==> src/hdl/nfa_pkg.sv <==
// package for the next-instruction field alter block
package nfa_pkg;
   localparam int FLD_W = 9;
   localparam int WORD_W = 32;
   localparam int BASE_LSB = 0;
   localparam int IDX_LSB = 9;
   localparam int BIT_LSB = 5;
   localparam int BYTE_LSB = 2;
   localparam int BITPOS_W = 5;
   localparam int BITIDX_W = 14;
   localparam int SEL_W = 2;
   localparam logic [4:0] RANGE_ZERO = 5'h0_0;
   localparam int RANGE_LSB = 5;
   localparam logic [8:0] ALLOW_CODE = 9'h0_24;

   typedef enum logic [2:0]
   {
      NFA_OP_DEST = 3'h1,
      NFA_OP_BIT = 3'h2,
      NFA_OP_BYTE = 3'h4
   } nfa_op_t;

   // one decoded alter request from the execute stage
   typedef struct packed
   {
      logic valid;
      nfa_op_t op;
      logic two_op;
      logic [WORD_W-1:0] dest;
      logic [WORD_W-1:0] src;
   } nfa_req_t;

   // substitution presented to the following instruction
   typedef struct packed
   {
      logic dest_en;
      logic [FLD_W-1:0] dest;
      logic src_en;
      logic [FLD_W-1:0] src;
      logic sel_en;
      logic [SEL_W-1:0] sel;
      logic range_zero;
   } nfa_sub_t;

   typedef enum logic [1:0]
   {
      NFA_IDLE = 2'h1,
      NFA_ARMED = 2'h2
   } nfa_state_t;
endpackage : nfa_pkg

==> src/hdl/nfa_calc.sv <==
// substitution and post-adjust arithmetic for one alter request
`timescale 1ns/1ps
module nfa_calc
   import nfa_pkg::*;
(
   input wire nfa_req_t req,
   output nfa_sub_t sub,
   output logic [WORD_W-1:0] wb
);
   function automatic logic [FLD_W-1:0] add9(input logic [FLD_W-1:0] a, input logic [FLD_W-1:0] b);
      add9 = a + b;
   endfunction : add9

   logic [FLD_W-1:0] base;
   logic [FLD_W-1:0] inc;
   logic [FLD_W-1:0] fld;

   always_comb
   begin
      base = req.src[BASE_LSB +: FLD_W];
      inc = req.two_op ? req.src[IDX_LSB +: FLD_W] : '0;
      sub = '0;
      fld = '0;
      case (req.op)
         NFA_OP_DEST:
         begin
            fld = req.dest[FLD_W-1:0];
            sub.dest_en = 1'b1;
            sub.dest = req.two_op ? add9(base, fld) : fld;
         end
         NFA_OP_BIT:
         begin
            // low five bits stay with the bit op as its position
            fld = req.dest[BIT_LSB +: FLD_W];
            sub.dest_en = 1'b1;
            sub.dest = req.two_op ? add9(base, fld) : fld;
         end
         NFA_OP_BYTE:
         begin
            fld = req.dest[BYTE_LSB +: FLD_W];
            sub.src_en = 1'b1;
            sub.src = req.two_op ? add9(base, fld) : fld;
            sub.sel_en = 1'b1;
            sub.sel = req.dest[SEL_W-1:0];
         end
         default:
         begin
            sub = '0;
         end
      endcase
      wb = req.dest + {{(WORD_W-FLD_W){inc[FLD_W-1]}}, inc};
   end
endmodule : nfa_calc

==> src/hdl/nfa_top.sv <==
// next-instruction field alter stage with interrupt shield
`timescale 1ns/1ps
module nfa_top
   import nfa_pkg::*;
(
   input wire logic sys_clk,
   input wire logic rst_n,
   input wire logic clk_en,
   input wire nfa_req_t alt_req,
   input wire logic instr_issue,
   input wire logic q_load,
   input wire logic [WORD_W-1:0] q_value,
   input wire logic allow_op,
   input wire logic stall_op,
   input wire logic irq_pend,
   output nfa_sub_t sub_out,
   output logic [WORD_W-1:0] wb_data,
   output logic wb_en,
   output logic q_valid,
   output logic [WORD_W-1:0] q_out,
   output logic irq_take,
   output logic irq_enabled
);
   typedef struct packed
   {
      nfa_state_t st;
      nfa_sub_t sub;
      logic [WORD_W-1:0] wb;
      logic wb_en;
      logic q_valid;
      logic [WORD_W-1:0] q;
      logic q_zero;
      logic irq_en;
      logic irq_take;
   } nfa_state_s_t;

   logic rst_meta_ff;
   logic rst_sync_ff;
   nfa_state_s_t st_ff;
   nfa_state_s_t nxt_st;
   nfa_sub_t calc_sub;
   logic [WORD_W-1:0] calc_wb;

   always_ff @(posedge sys_clk or negedge rst_n)
   begin
      if (!rst_n)
      begin
         rst_meta_ff <= 1'b0;
         rst_sync_ff <= 1'b0;
      end
      else
      begin
         rst_meta_ff <= 1'b1;
         rst_sync_ff <= rst_meta_ff;
      end
   end

   nfa_calc u_calc
   (
      .req(alt_req),
      .sub(calc_sub),
      .wb(calc_wb)
   );

   always_comb
   begin
      nxt_st = st_ff;
      nxt_st.wb_en = 1'b0;
      nxt_st.irq_take = 1'b0;
      // the alter clears on the successor's issue; never lingers
      if (instr_issue && st_ff.st == NFA_ARMED)
      begin
         nxt_st.st = NFA_IDLE;
         nxt_st.sub = '0;
         if (st_ff.q_valid)
         begin
            nxt_st.q_valid = 1'b0;
         end
      end
      else if (instr_issue && st_ff.q_valid)
      begin
         nxt_st.q_valid = 1'b0;
      end
      case (st_ff.st)
         NFA_IDLE, NFA_ARMED:
         begin
            if (alt_req.valid)
            begin
               nxt_st.st = NFA_ARMED;
               nxt_st.sub = calc_sub;
               nxt_st.sub.range_zero = (alt_req.op == NFA_OP_BIT) && st_ff.q_valid && st_ff.q_zero;
               nxt_st.wb = calc_wb;
               nxt_st.wb_en = 1'b1;
               // q stays pending across the alter for its successor
               nxt_st.q_valid = st_ff.q_valid;
            end
         end
         default:
         begin
            nxt_st.st = NFA_IDLE;
         end
      endcase
      if (q_load)
      begin
         nxt_st.q_valid = 1'b1;
         nxt_st.q = q_value;
         nxt_st.q_zero = (q_value == '0);
      end
      if (allow_op)
      begin
         nxt_st.irq_en = 1'b1;
      end
      else if (stall_op)
      begin
         nxt_st.irq_en = 1'b0;
      end
      // shield: no branch while an alter waits for its successor
      nxt_st.irq_take = irq_pend && nxt_st.irq_en && st_ff.irq_en && nxt_st.st != NFA_ARMED
         && st_ff.st != NFA_ARMED;
   end

   always_ff @(posedge sys_clk or negedge rst_n)
   begin
      if (!rst_n)
      begin
         st_ff <= '{st: NFA_IDLE, irq_en: 1'b1, default: '0};
      end
      else if (!rst_sync_ff)
      begin
         st_ff <= '{st: NFA_IDLE, irq_en: 1'b1, default: '0};
      end
      else if (clk_en)
      begin
         st_ff <= nxt_st;
      end
   end

   assign sub_out = st_ff.sub;
   assign wb_data = st_ff.wb;
   assign wb_en = st_ff.wb_en;
   assign q_valid = st_ff.q_valid;
   assign q_out = st_ff.q;
   assign irq_take = st_ff.irq_take;
   assign irq_enabled = st_ff.irq_en;

   logic run;
   assign run = rst_sync_ff && clk_en;

   shield_irq_a: assert property (@(posedge sys_clk) disable iff (!rst_sync_ff)
      st_ff.st == NFA_ARMED |-> !irq_take)
      else $error("interrupt taken after alter");
   shield_next_a: assert property (@(posedge sys_clk) disable iff (!rst_sync_ff)
      run && alt_req.valid |=> !irq_take)
      else $error("interrupt taken with alter pending");
   dest_two_a: assert property (@(posedge sys_clk) disable iff (!rst_sync_ff)
      run && alt_req.valid && alt_req.op == NFA_OP_DEST && alt_req.two_op
      |=> sub_out.dest == 9'($past(alt_req.src[8:0]) + $past(alt_req.dest[8:0])))
      else $error("dest alter sum wrong");
   dest_one_a: assert property (@(posedge sys_clk) disable iff (!rst_sync_ff)
      run && alt_req.valid && alt_req.op == NFA_OP_DEST && !alt_req.two_op
      |=> sub_out.dest == $past(alt_req.dest[8:0]))
      else $error("dest alter pass wrong");
   post_adj_a: assert property (@(posedge sys_clk) disable iff (!rst_sync_ff)
      run && alt_req.valid && !alt_req.two_op |=> wb_en && wb_data == $past(alt_req.dest))
      else $error("post adjust wrong");
   post_inc_a: assert property (@(posedge sys_clk) disable iff (!rst_sync_ff)
      run && alt_req.valid && alt_req.two_op |=> wb_en
      && wb_data == $past(alt_req.dest) + {{23{$past(alt_req.src[17])}}, $past(alt_req.src[17:9])})
      else $error("auto index adjust wrong");
   bit_fld_a: assert property (@(posedge sys_clk) disable iff (!rst_sync_ff)
      run && alt_req.valid && alt_req.op == NFA_OP_BIT && !alt_req.two_op
      |=> sub_out.dest == $past(alt_req.dest[13:5]))
      else $error("bit alter field wrong");
   bit_two_a: assert property (@(posedge sys_clk) disable iff (!rst_sync_ff)
      run && alt_req.valid && alt_req.op == NFA_OP_BIT && alt_req.two_op
      |=> sub_out.dest == 9'($past(alt_req.src[8:0]) + $past(alt_req.dest[13:5])))
      else $error("bit alter sum wrong");
   byte_sel_a: assert property (@(posedge sys_clk) disable iff (!rst_sync_ff)
      run && alt_req.valid && alt_req.op == NFA_OP_BYTE
      |=> sub_out.sel_en && sub_out.sel == $past(alt_req.dest[1:0]))
      else $error("byte select wrong");
   byte_src_a: assert property (@(posedge sys_clk) disable iff (!rst_sync_ff)
      run && alt_req.valid && alt_req.op == NFA_OP_BYTE && alt_req.two_op
      |=> sub_out.src_en && sub_out.src == 9'($past(alt_req.src[8:0]) + $past(alt_req.dest[10:2])))
      else $error("byte alter source wrong");
   range_zero_a: assert property (@(posedge sys_clk) disable iff (!rst_sync_ff)
      run && alt_req.valid && alt_req.op == NFA_OP_BIT && q_valid && q_out == '0 |=> sub_out.range_zero)
      else $error("bit range not zeroed");
   one_shot_a: assert property (@(posedge sys_clk) disable iff (!rst_sync_ff)
      run && instr_issue && !alt_req.valid && st_ff.st == NFA_ARMED |=> st_ff.st == NFA_IDLE)
      else $error("alter persisted");
   q_keep_a: assert property (@(posedge sys_clk) disable iff (!rst_sync_ff)
      run && alt_req.valid && q_valid && !instr_issue |=> q_valid)
      else $error("q consumed by alter");
   allow_en_a: assert property (@(posedge sys_clk) disable iff (!rst_sync_ff)
      run && allow_op |=> irq_enabled)
      else $error("allow ignored");
   stall_dis_a: assert property (@(posedge sys_clk) disable iff (!rst_sync_ff)
      run && stall_op && !allow_op |=> !irq_enabled)
      else $error("stall ignored");
   take_cause_a: assert property (@(posedge sys_clk) disable iff (!rst_sync_ff)
      $past(run) && irq_take |-> $past(irq_pend) && $past(irq_enabled))
      else $error("interrupt taken while held off");
   c_chain: cover property (@(posedge sys_clk) alt_req.valid ##1 alt_req.valid);
   c_stall: cover property (@(posedge sys_clk) !irq_enabled ##1 irq_enabled);
   c_bitq: cover property (@(posedge sys_clk) sub_out.range_zero);
   c_irq: cover property (@(posedge sys_clk) irq_take);
endmodule : nfa_top

==> config.mk <==
export PLATFORM = sky130hd
export DESIGN_NAME = nfa_top
export DESIGN_NICKNAME = d
export VERILOG_FILES = /design/src/hdl/nfa_pkg.sv /design/src/hdl/nfa_calc.sv /design/src/hdl/nfa_top.sv
export SDC_FILE = /design/constraint.sdc
export NUM_CORES = 1
export LEC_CHECK = 0
export ABC_CLOCK_PERIOD_IN_PS = 2200
export BUFFER_PORTS_ARGS = -buffer_cell sky130_fd_sc_hd__buf_2
export CAP_MARGIN = 0
export CORE_MARGIN = 1
export CORE_UTILIZATION = 49
export CTS_CLUSTER_DIAMETER = 80
export CTS_CLUSTER_SIZE = 28
export DETAILED_ROUTE_END_ITERATION = 12
export GPL_TIMING_DRIVEN = 1
export HOLD_SLACK_MARGIN = 0.05
export PLACE_DENSITY = 0.79
export SYNTH_ARGS = -nofsm -noshare
export SYNTH_HDL_FRONTEND = slang
export SYNTH_SLANG_ARGS = --single-unit
==> constraint.sdc <==
create_clock -name sys_clk -period 2.2 [get_ports sys_clk]
set_input_delay 0.44 -clock sys_clk [delete_from_list [all_inputs] [get_ports sys_clk]]
set_output_delay 0.44 -clock sys_clk [all_outputs]
set_load 0.05 [all_outputs]
# Word-level counts from Yosys, hierarchy flattened
# Cells that the tools add are included.
[totals] register_bits=97 out_inout_bits=92 word_cells=63
[op_classes] n_addsub=4 n_eq_ne=12 muxes=17 reduce_logical=13
[op_table] cell="2-to-1 mux 95 bit" n=2
[op_table] cell="2-to-1 mux 60 bit" n=1
[op_table] cell="2-to-1 mux 58 bit" n=1
[op_table] cell="2-to-1 mux 9 bit" n=4
[op_table] cell="2-to-1 mux 34 bit" n=1
[op_table] cell="adder 32 bit" n=1
[op_table] cell="zero test 32 bit" n=1
[op_table] cell="adder 9 bit" n=3
[op_table] cell="2-to-1 mux 26 bit" n=1
[op_table] cell="case mux 10 bit (2 select lines)" n=1
[op_table] cell="2-to-1 mux 13 bit" n=1
[op_table] cell="!= test 2 bit (second input constant)" n=5
[op_table] cell="logical AND 1 bit" n=8
[op_table] cell="2-to-1 mux 1 bit" n=4
[op_table] cell="!= test 4 bit (second input constant)" n=1
[op_table] cell="AND reduction 2 bit" n=2
[op_table] cell="== test 3 x 1 -> 1 bit (second input constant)" n=1
[op_table] cell="== test 3 x 2 -> 1 bit (second input constant)" n=1
[op_table] cell="== test 3 bit (second input constant)" n=1
[op_table] cell="AND reduction 3 bit" n=1
[op_table] cell="== test 2 x 1 -> 1 bit (second input constant)" n=1
[op_table] cell="== test 2 bit (second input constant)" n=1
[op_table] cell="2-to-1 mux 2 bit" n=1
[op_table] cell="!= test 2 x 1 -> 1 bit (second input constant)" n=1
[op_table] cell="OR reduction 2 bit" n=1

# Depth between registers and ports, before layout
# Gate-level depths: netlist (run 1).
[logic_depth] word_depth=10 mapped_depth=16

# Hierarchy
# Synthesis (run 1) repeated with hierarchy kept, for this count alone.
[hier_totals] cells_unflattened=816 hier_area_um2=7548.5
[modules_own_cells] module="nfa_top" instances=1 cells_each=346 area_each_um2=4324.1 seq_area_each_um2=2429.8
[modules_own_cells] module="nfa_calc" instances=1 cells_each=470 area_each_um2=3224.3 seq_area_each_um2=0.0

# Worst setup path after synthesis (run 1)
# No wires, ideal clock.
[synth_path] path_type="in2reg" start="input alt_req[64] (netlist bit)" end="register st_ff (netlist bit wb_data[14])" setup_time_ps=119 arrival_time_ps=3302 path_slack_ps=-1222 path_stages=15 path_cell_list="clkbuf_1 buf_1 clkbuf_1 and2_1 ha_1 inv_1 fa_1 nor2b_4 o31a_1 o32ai_4 buf_6 o41ai_1 xnor2_1 o21ai_1 and2_1"
[synth_via] elab_chain_cells=6
[synth_rtl] element="start, declared" line="nfa_top.sv:9" source="input wire nfa_req_t alt_req,"
[synth_rtl] element="2-to-1 mux 9 bit" line="nfa_calc.sv:21" source="inc = req.two_op ? req.src[IDX_LSB +: FLD_W] : '0;"
[synth_rtl] element="adder 32 bit" line="nfa_calc.sv:51" source="wb = req.dest + {{(WORD_W-FLD_W){inc[FLD_W-1]}}, inc};"
[synth_rtl] element="2-to-1 mux 60 bit" line="nfa_top.sv:87" source="if (alt_req.valid)"
[synth_rtl] element="2-to-1 mux 58 bit" line="nfa_top.sv:84" source="case (st_ff.st)"
[synth_rtl] element="2-to-1 mux 95 bit" line="nfa_top.sv:132" source="else if (clk_en)"
[synth_rtl] element="2-to-1 mux 95 bit" line="nfa_top.sv:128" source="else if (!rst_sync_ff)"
[synth_rtl] element="end signal, assigned" line="nfa_top.sv:134" source="st_ff <= nxt_st;"
[synth_rtl] element="end, declared" line="nfa_top.sv:39" source="nfa_state_s_t st_ff;"
# Every way passes these cells. The select of a mux whose other input is x is not followed.
# A chain may end at the register's enable or synchronous reset.

# Worst setup path in the final report (run 1)
[layout_path] start="input alt_req[9] (netlist bit)" end="register st_ff (netlist bit wb_data[18])"
# Same word-level chain as after synthesis.

==> results.md, run 1 <==
- Avg WL per Cell: 20.1 um
- Violated checks: setup timing
- Final min period: 2.45 ns
- Largest delay share family, worst path: compound AO/OA/AOI/OAI gates
- 1st-iter DRT viols: 759
- Cells along the critical path: buf_6 > and2_4 > ha_4 > inv_2 > fa_2 > nor2b_4 > o31a_1 > o32ai_4 > buf_12 > buf_8 > nor3_2 > a31oi_1 > xor2_1 > o21ai_1 > and2_1
- Post-Place Setup Slack: -0.664 ns
- DR vias: 8155
- Row Count: 45
- Final setup margin: -0.245 ns
- Most used flip-flop cell after synthesis: dfrtp_1
- GRT Total Usage: 0.311
- Least-Margin Pin Slew: 1.10 ns
- Cell area after synthesis: 7820 sq um
- RePlAce Congestion: 0.929
- Core area: 15400 sq um
- Syn Area/Cell: 8.61 sq um
- Drt total wl: 27600 um
- Clock transition at path regs: 0.08 ns
- Layout fillers: 1108
- Drc violations: 0
- Largest net degree at the start of global routing: 41
- Leakage power: 5.09 nW
- VDD IR max: 397 uV
- Final Max Slew Viols: 0
- Die width: 128 um
- Max incr delay on CP: 0.29 ns
- Top cell type's share of synthesized area: 0.304
- # setup viols final: 22
- Worst-skew pair later-pin latency: 0.35 ns
- Port bufs: 186
- Die Y: 128 um
- Die area: 16500 sq um
- Cells after synthesis: 909
- Critical path type: primary input to flop
- Initial Util: 0.509
- Root Buffer Master: clkbuf_16
- TNS Setup: -2.22 ns
- Syn Nets: 1058
- Drt first pass iters: 6
- Dpl cell area: 9550 sq um
- Sink Count: 97
- Worst path slowest cell: o32ai_4
- Status: finished with violations
- Final worst path period share: 1.11
- Non-filler cells, final: 1370
- Placed insts: 1337
- Seq. cell area: 2430 sq um
- CTS Buffer Depth: 2
- Worst Skew: 0.0103 ns
- Buf/Inv on CP: 4
- Share of layout cells above drive strength 1: 0.440
- Seq cells post-synth: 97
- RSZ-0062 raised after global routing: yes
- Worst Path Arrival: 2.69 ns
- Detail-routed via count per cell: 5.95
- CTS Buf Count: 9
- PwrDens: 533 nW/um^2
- Depth of the CTS H-tree: 3
- Area contributors post-synth: dfrtp_1 (30%), buf_4 (8.6%), ha_1 (5.8%)
- Area of the multi-input gates: 4970 sq um
- Post-synth EDFFs: 0
- Synth warn: 0
- Final hold vios: 0
- Overall Power: 5.61 mW
- Gr ovfl total: 0
- Vias in the first global route: 7652
- First-pass GRT wire length: 39700 um
- Yosys cell types: 86
- Boundary Pins: 201
- Post-layout util: 0.684
- Final Cell Area: 10500 sq um
- Synth cell count leaders: dfrtp_1 (95), buf_4 (90), nand2_1 (86)
- Post-synthesis sequential area ratio: 0.311
- Synth-to-layout area growth: 34.5%
- Area leader, netlist: dfrtp_1
- CP required: 2.44 ns
- Min Hold Slack: 0.0650 ns
- CP Capture Type: flop
- Crit start category: primary input
- Asr flop ratio synth: 1.00
- Worst hold path class: primary input to asynchronous set/reset pin
- Post-detail-place hpwl: 19100 um
- Max transition margin: 0.268
- Top-count cell post-synth: dfrtp_1
- Worst R2R Setup Slack: 0.08 ns
- ANT nets after route: 0
- Initial antenna violation count: 1
- CTS tree: done
- # Max-Cap Violations: 0
- Crit path max fanout: 4
- Layout Nets: 1302
- Fmax: 409 MHz
==> sequential cells by signal, summed over array words and instances (netlist names) <==
| register | cells |
|---|---|
| wb_data | 32 |
| q_out | 32 |
| irq_take | 1 |
| irq_enabled | 1 |
| q_valid | 1 |
| wb_en | 1 |
| st_ff | 3 |
| rst_meta_ff | 1 |
| sub_out | 24 |
| rst_sync_ff | 1 |
==> worst reg2reg max path, stage by stage (launching register included) <==
cell and delay [ns]:
dfstp_2 0.53, inv_1 0.05, ha_1 0.32, nor2b_2 0.13, and3_4 0.24, nand3_2 0.20, buf_4 0.21, buf_4 0.16
o21ai_0 0.20
==> placed cells by master (no fill, tap or decap), drive strengths merged, types with 4 or more instances in the layout <==
cell,n
a21o,10
o21a,7
nor4,18
buf,376
o31ai,7
a31oi,12
xor2,10
a21boi,6
nor3,27
nand2,87
o41ai,4
and3,6
nor2b,21
nand3,31
o21bai,5
a22oi,6
ha,36
mux2i,8
dfrtp,95
or3,9
o22ai,9
o21ai,67
a211oi,4
nand4,8
a21oi,50
clkbuf,14
xnor2,41
nor2,35
a22o,41
nand2b,11
inv,25
and2,16
fa,4
==> layer usage <==
layer,part of all wire,vias to the layer above,global-route usage
li1,-,3665,-
met1,0.40,3855,0.399
met2,0.46,518,0.509
met3,0.093,117,0.0528
met4,0.047,0,0.149
met5,0,-,0
==> report_power, final <==
| part | leakage, nW | internal, mW | switching, mW |
|---|---|---|---|
| registers | 1.31 | 1.88 | 0.0617 |
| logic | 3.64 | 0.870 | 1.30 |
| clock network | 0.131 | 0.775 | 0.718 |
| total | 5.09 | 3.52 | 2.08 |
==> kinds of logic (layout without fill, tap and decap cells) <==
family / after synthesis / in the layout / share of synthesized area
adders and majority gates: 41 / 41 / 0.0691
DFF: 97 / 97 / 0.311
AOI/OAI and AO/OA: 259 / 259 / 0.233
muxes: 8 / 8 / 0.0102
other: 1 / 2 / 0.000479
and+or+nand+nor: 283 / 283 / 0.190
xor gates and xnor gates: 51 / 51 / 0.0571
buffers and inverters: 169 / 418 / 0.130
==> layout make-up <==
cell class	count	area share
inverters	24	0.00892
multi-input cells	643	0.473
flip-flops and latches	97	0.231
repair buffers	378	0.237
clock inverters	4	0.00262
clock buffers	12	0.0225
well taps	211	0.0251
diodes	1	0.000238
==> timing repair <==
action / 4_1_cts / 5_1_grt
setup endpoints to repair: 27 / 40
buffers inserted: 12 / 6
hold buffers: 0 / 0
gates resized for setup: 59 / 61
pin swaps: 51 / 41
==> final timing paths <==
kind | from | to | cells past startpoint
setup / recovery | alt_req[9] | wb_data[18] | 15
max in group asynchronous | rst_n | irq_enabled | 2
hold reg to reg | rst_meta_ff | rst_sync_ff | 0
hold / removal | rst_n | sub_out[12] | 1
min in group sys_clk | allow_op | irq_enabled | 3
setup reg to reg | st_ff[93] | sub_out[9] | 8
Note: power is estimated with default switching activity, not from simulation.
==> run 2: changes to the inputs <==
Settings changed: SKIP_LAST_GASP set to 1.
==> results.md, run 2 (same netlist as run 1, synthesis figures left out) <==
- Status: finished with violations (unchanged)
- Violated checks: setup timing (unchanged)
- Avg WL per Cell: 20.6 um (was 20.1 um)
- Worst reg2reg startpoint: st_ff[93] (unchanged)
- CTS Buf Count: 9 (unchanged)
- Logic pwr share: 0.387 (was 0.388)
- Initial Util: 0.509 (unchanged)
- Port bufs: 186 (unchanged)
- Layout Nets: 1303 (was 1302)
- Sequential share of power: 0.345 (was 0.346)
- Critical path type: primary input to flop (unchanged)
- CTS tree: done (unchanged)
- Drc violations: 0 (unchanged)
- VDD IR max: 366 uV (was 397 uV)
- Most common cell after layout, fill and taps aside: buf_4 (unchanged)
- Worst Path Arrival: 2.80 ns (was 2.69 ns)
- Crit start category: primary input (unchanged)
- PwrDens: 536 nW/um^2 (was 533 nW/um^2)
- RSZ-0062 raised after global routing: yes (unchanged)
- Crit path max fanout: 6 (was 4)
- Worst-skew pair later-pin latency: 0.35 ns (about the same)
- Row Count: 45 (unchanged)
- Leakage power: 5.08 nW (was 5.09 nW)
- Diodes inserted: 0 (was 1)
- Boundary Pins: 201 (unchanged)
- CP required: 2.44 ns (about the same)
- CP Capture Type: flop (unchanged)
- Core area: 15400 sq um (unchanged)
- GRT Total Usage: 0.310 (was 0.311)
- DR vias: 8296 (was 8155)
- # Max-Cap Violations: 0 (unchanged)
- Worst setup path start: alt_req[64] (was alt_req[9])
- Net Sw Frac: 0.374 (was 0.371)
- Die area: 16500 sq um (unchanged)
- Post-detail-place hpwl: 19100 um (unchanged)
- Post-layout util: 0.683 (was 0.684)
- Commonest non-fill, non-tap cells in the layout: buf_4 (186), buf_2 (177), dfrtp_1 (95) (was buf_4 (183), buf_2 (177), dfrtp_1 (95))
- Share of layout cells above drive strength 1: 0.437 (was 0.440)
- Final Max Slew Viols: 0 (unchanged)
- Final hold vios: 0 (unchanged)
- TNS Setup: -4.50 ns (was -2.22 ns)
- Clock share of power: 0.268 (was 0.266)
- Gr ovfl total: 0 (unchanged)
- Psw: 2.10 mW (was 2.08 mW)
- CTS Buffer Depth: 2 (unchanged)
- Depth of the CTS H-tree: 3 (unchanged)
- Final setup margin: -0.362 ns (was -0.245 ns)
- RePlAce Congestion: 0.929 (unchanged)
- Sink Count: 97 (unchanged)
- Root Buffer Master: clkbuf_16 (unchanged)
- Die Y: 128 um (unchanged)
- Drt first pass iters: 6 (unchanged)
- Clock transition at path regs: 0.08 ns (about the same)
- Fmax: 390 MHz (was 409 MHz)
- Drt total wl: 28200 um (was 27600 um)
- Detail-routed via count per cell: 6.06 (was 5.95)
- ANT nets after route: 0 (unchanged)
- Worst Skew: 0.0133 ns (was 0.0103 ns)
- Initial antenna violation count: 0 (was 1)
- Synth-to-layout area growth: 34.2% (was 34.5%)
- First-pass GRT wire length: 39700 um (about the same)
- # setup viols final: 25 (was 22)
- Post-CTS Hold Buffers: 0 (unchanged)
- Worst hold path class: primary input to asynchronous set/reset pin (unchanged)
- Vias in the first global route: 7593 (was 7652)
- Die width: 128 um (unchanged)
- Max transition margin: 0.263 (was 0.268)
- Final worst path period share: 1.16 (was 1.11)
- Final min period: 2.56 ns (was 2.45 ns)
- Largest net degree at the start of global routing: 41 (unchanged)
- Least-Margin Pin Slew: 1.10 ns (about the same)
- 1st-iter DRT viols: 907 (was 759)
- Internal: 3.52 mW (about the same)
run 2: changes by cell type in the layout (fill, tap and decap cells not counted), sizes merged:
cell	before	now
buf	376	377
diode	1	0
run 2: final timing paths:
check / end / slack [ns] / cells after the start
max: wb_data[20] / -0.36 / 14
min: sub_out[8] / 0.04 / 1
max reg2reg: sub_out[6] / -0.25 / 8
min reg2reg: rst_sync_ff / 0.35 / 0
max in group asynchronous: irq_enabled / 1.45 / 2
min in group sys_clk: irq_enabled / 0.32 / 3
run 2: power by group through the flow:
stage | sequential (mW) | combinational [mW] | clock (mW)
3_3_place_gp | 1.97 | 1.83 | 0
2_1_floorplan | 1.97 | 1.26 | 0
3_5_place_dp | 1.97 | 1.87 | 0
6_report | 1.94 | 2.18 | 1.51
5_1_grt | 1.95 | 2.29 | 1.57
4_1_cts | 1.94 | 1.99 | 1.50
run 2: stage by stage:
| step | area [sq um] | std cells | power, mW | setup WS (ns) | hold WS (ns) |
|---|---|---|---|---|---|
| detailed placement | 9550 | 1337 | 3.84 | -0.664 | 0.337 |
| global route | 10500 | 1370 | 5.81 | -0.466 | 0.0912 |
| CTS | 10200 | 1365 | 5.43 | -0.165 | 0.0783 |
| finish | 10500 | 1370 | 5.63 | -0.362 | 0.0444 |
| floorplan | 8010 | 909 | 3.23 | -0.757 | 0.144 |
| global placement | 9550 | 1337 | 3.80 | -0.581 | 0.333 |
run 2: layer usage:
layer	global-route usage	share of wire
met5	0	0
met4	0.141	0.055
met3	0.0445	0.096
met2	0.508	0.45
met1	0.407	0.40
run 2: layout make-up:
cell class | instances | area, sq um
fill | 1112 | 4870
clock buffer | 12 | 236
clock inverter | 4 | 27.5
sequential | 97 | 2430
timing repair buffer | 379 | 2490
tap | 211 | 264
inverter | 24 | 93.8
multi-input combinational | 643 | 4960
run 2: worst max-delay path: stages:
cell,delay (ns)
buf_8,0.09
and2_4,0.15
ha_4,0.13
inv_2,0.04
fa_2,0.37
nor2b_4,0.13
o31a_1,0.26
o32ai_4,0.15
buf_12,0.15
a211oi_4,0.31
o21bai_1,0.13
mux2i_1,0.23
xnor2_1,0.14
o21ai_1,0.07
run 2: timing repair:
| action | CTS | global route |
|---|---|---|
| gates resized for setup | 57 | 57 |
| setup buffers | 12 | 7 |
| pin swaps | 50 | 41 |
| setup endpoints to repair | 27 | 40 |
==> run 3: changes to the inputs <==
==> constraint.sdc (replaced) <==
create_clock -name sys_clk -period 2.2 [get_ports sys_clk]
set_input_delay 0.22 -clock sys_clk [delete_from_list [all_inputs] [get_ports sys_clk]]
set_output_delay 0.22 -clock sys_clk [all_outputs]
set_load 0.05 [all_outputs]
==> results.md, run 3 (same netlist as run 1, synthesis figures left out) <==
- Status: finished with violations (unchanged)
- RSZ-0062 raised after global routing: yes (unchanged)
- CTS tree: done (unchanged)
- Final Cell Area: 9880 sq um (was 10500 sq um)
- Final Max Slew Viols: 0 (unchanged)
- Worst setup path start: alt_req[64] (unchanged)
- # Max-Cap Violations: 0 (unchanged)
- Psw: 1.96 mW (was 2.10 mW)
- Crit path top cell by count: buf_6
- Worst hold endpoint: irq_enabled
- Depth of the CTS H-tree: 3 (unchanged)
- Clock transition at path regs: 0.07 ns (was 0.08 ns)
- Worst Path Arrival: 2.50 ns (was 2.80 ns)
- Leakage power: 4.77 nW (was 5.08 nW)
- Die width: 128 um (unchanged)
- Gr ovfl total: 0 (unchanged)
- First-pass GRT wire length: 37600 um (was 39700 um)
- Core area: 15400 sq um (unchanged)
- Worst hold path class: primary input to flop (was primary input to asynchronous set/reset pin)
- Worst path slowest cell: fa_2 (unchanged)
- Max transition margin: 0.285 (was 0.263)
- Most common cell after layout, fill and taps aside: buf_2 (was buf_4)
- Initial antenna violation count: 0 (unchanged)
- Largest delay share family, worst path: compound AO/OA/AOI/OAI gates (unchanged)
- Dpl cell area: 9280 sq um (was 9550 sq um)
- Drt first pass iters: 5 (was 6)
- Sequential share of power: 0.352 (was 0.345)
- Crit start category: primary input (unchanged)
- Worst hold stages: 3
- Worst reg2reg path depth: 8 (unchanged)
- GRT Total Usage: 0.293 (was 0.310)
- # setup viols final: 2 (was 25)
- Final worst path period share: 1.02 (was 1.16)
- Least-Margin Pin Slew: 1.07 ns (was 1.10 ns)
- Min Hold Slack: 0.103 ns (was 0.0444 ns)
- Die Y: 128 um (unchanged)
- RePlAce Congestion: 0.953 (was 0.929)
- Final setup margin: -0.0526 ns (was -0.362 ns)
- Clock share of power: 0.303 (was 0.268)
- Violated checks: setup timing (unchanged)
- Largest net degree at the start of global routing: 48 (was 41)
- Row Count: 45 (unchanged)
- Detail-routed via count per cell: 5.78 (was 6.06)
- Final hold vios: 0 (unchanged)
- Cells along the critical path: buf_8 > and2_4 > ha_4 > inv_2 > fa_2 > nor2b_4 > o31a_1 > o32ai_4 > buf_6 > buf_6 > a21o_1 > a31oi_1 > xor2_1 > o21ai_1 > and2_1 (was buf_8 > and2_4 > ha_4 > inv_2 > fa_2 > nor2b_4 > o31a_1 > o32ai_4 > buf_12 > a211oi_4 > o21bai_1 > mux2i_1 > xnor2_1 > o21ai_1)
- Worst r2r dst: sub_out[12] (was sub_out[6])
- Avg WL per Cell: 18.4 um (was 20.6 um)
- CP Capture Type: flop (unchanged)
- Die area: 16500 sq um (unchanged)
- VDD IR max: 378 uV (was 366 uV)
- Sink Count: 97 (unchanged)
- Layout Nets: 1248 (was 1303)
- Internal: 3.57 mW (was 3.52 mW)
- CP required: 2.44 ns (about the same)
- TNS Setup: -0.0642 ns (was -4.50 ns)
- Crit path max fanout: 5 (was 6)
- DR vias: 7605 (was 8296)
- Worst-skew pair later-pin latency: 0.36 ns (was 0.35 ns)
- Hold wc startpoint: allow_op
- Critical path type: primary input to flop (unchanged)
- Drc violations: 0 (unchanged)
- Max incr delay on CP: 0.36 ns (was 0.37 ns)
- Overall Power: 5.53 mW (was 5.63 mW)
- 1st-iter DRT viols: 680 (was 907)
- Worst Skew: 0.0145 ns (was 0.0133 ns)
- Non-filler cells, final: 1315 (was 1370)
- Root Buffer Master: clkbuf_16 (unchanged)
- PwrDens: 559 nW/um^2 (was 536 nW/um^2)
- Net Sw Frac: 0.355 (was 0.374)
- Fmax: 444 MHz (was 390 MHz)
- Commonest non-fill, non-tap cells in the layout: buf_2 (184), buf_4 (126), dfrtp_1 (95) (was buf_4 (186), buf_2 (177), dfrtp_1 (95))
- CTS Buf Count: 9 (unchanged)
- Synth-to-layout area growth: 26.3% (was 34.2%)
- Placed insts: 1292 (was 1337)
- Logic pwr share: 0.345 (was 0.387)
- Vias in the first global route: 7204 (was 7593)
- Diodes inserted: 0 (unchanged)
- Share of layout cells above drive strength 1: 0.374 (was 0.437)
- Drt total wl: 24200 um (was 28200 um)
- Post-detail-place hpwl: 18600 um (was 19100 um)
- Initial Util: 0.509 (unchanged)
- Boundary Pins: 201 (unchanged)
- Worst R2R Setup Slack: 0.10 ns (was -0.25 ns)
- Final min period: 2.25 ns (was 2.56 ns)
- ANT nets after route: 0 (unchanged)
- CTS Buffer Depth: 2 (unchanged)
- Buf/Inv on CP: 4 (was 3)
- Worst reg2reg startpoint: st_ff[93] (unchanged)
- Port bufs: 186 (unchanged)
## run 3: changes by cell type in the layout (fill, tap and decap cells not counted), sizes merged
cell / previous run / this run
clkinvlp: 1 / 2
dlygate4sd3: 0 / 1
clkbuf: 14 / 11
buf: 377 / 323
clkinv: 2 / 1
bufinv: 0 / 1
## run 3: how the worst max path moves through the flow
stage                              to  slack (ns)  cells past startpoint
after floorplan           wb_data[18]       -0.54                     16
after global placement    wb_data[14]       -0.38                     14
after detailed placement  wb_data[18]       -0.46                     14
after CTS                 wb_data[20]       -0.02                     12
after global routing      wb_data[18]       -0.15                     15
final                     wb_data[18]       -0.05                     15
## run 3: tightest hold or removal path, stage by stage
cell,delay [ns]
buf_2,0.11
nand2_1,0.05
nand3_1,0.07
## run 3: repair_timing
action	4_1_cts	5_1_grt
buffers inserted	0	8
pin swaps	3	37
setup endpoints to repair	6	25
resized for setup	3	40
endpoints found under the hold margin	43	0
hold buffers	1	0
## run 3: area by class of cell
class	count	area, sq um
Clock inverter	5	62.6
Sequential cell	97	2430
Tap cell	211	264
Multi-Input combinational cell	643	4690
Clock buffer	11	253
Fill cell	1270	5490
Timing Repair Buffer	324	2100
Inverter	24	90.1
## run 3: through the flow
step	setup WS, ns	utilization
after global placement	-0.383	0.604
final	-0.0526	0.643
after detailed placement	-0.460	0.604
after CTS	-0.0222	0.626
after floorplan	-0.537	-
after global routing	-0.151	0.643
## run 3: layer usage
metal / track usage / up-vias / wire, um
li1: - / 3579 / -
met1: 0.399 / 3589 / 10700
met2: 0.480 / 394 / 11100
met3: 0.0416 / 43 / 1890
met4: 0.0997 / 0 / 568
met5: 0 / - / 0
## run 3: power by group through the flow
stage               logic (mW)  registers (mW)  clock network, mW
floorplan                 1.26            1.97                  0
global placement          1.78            1.97                  0
detailed placement        1.81            1.98                  0
CTS                       1.83            1.94               1.69
global route              2.05            1.95               1.76
finish                    1.91            1.95               1.68
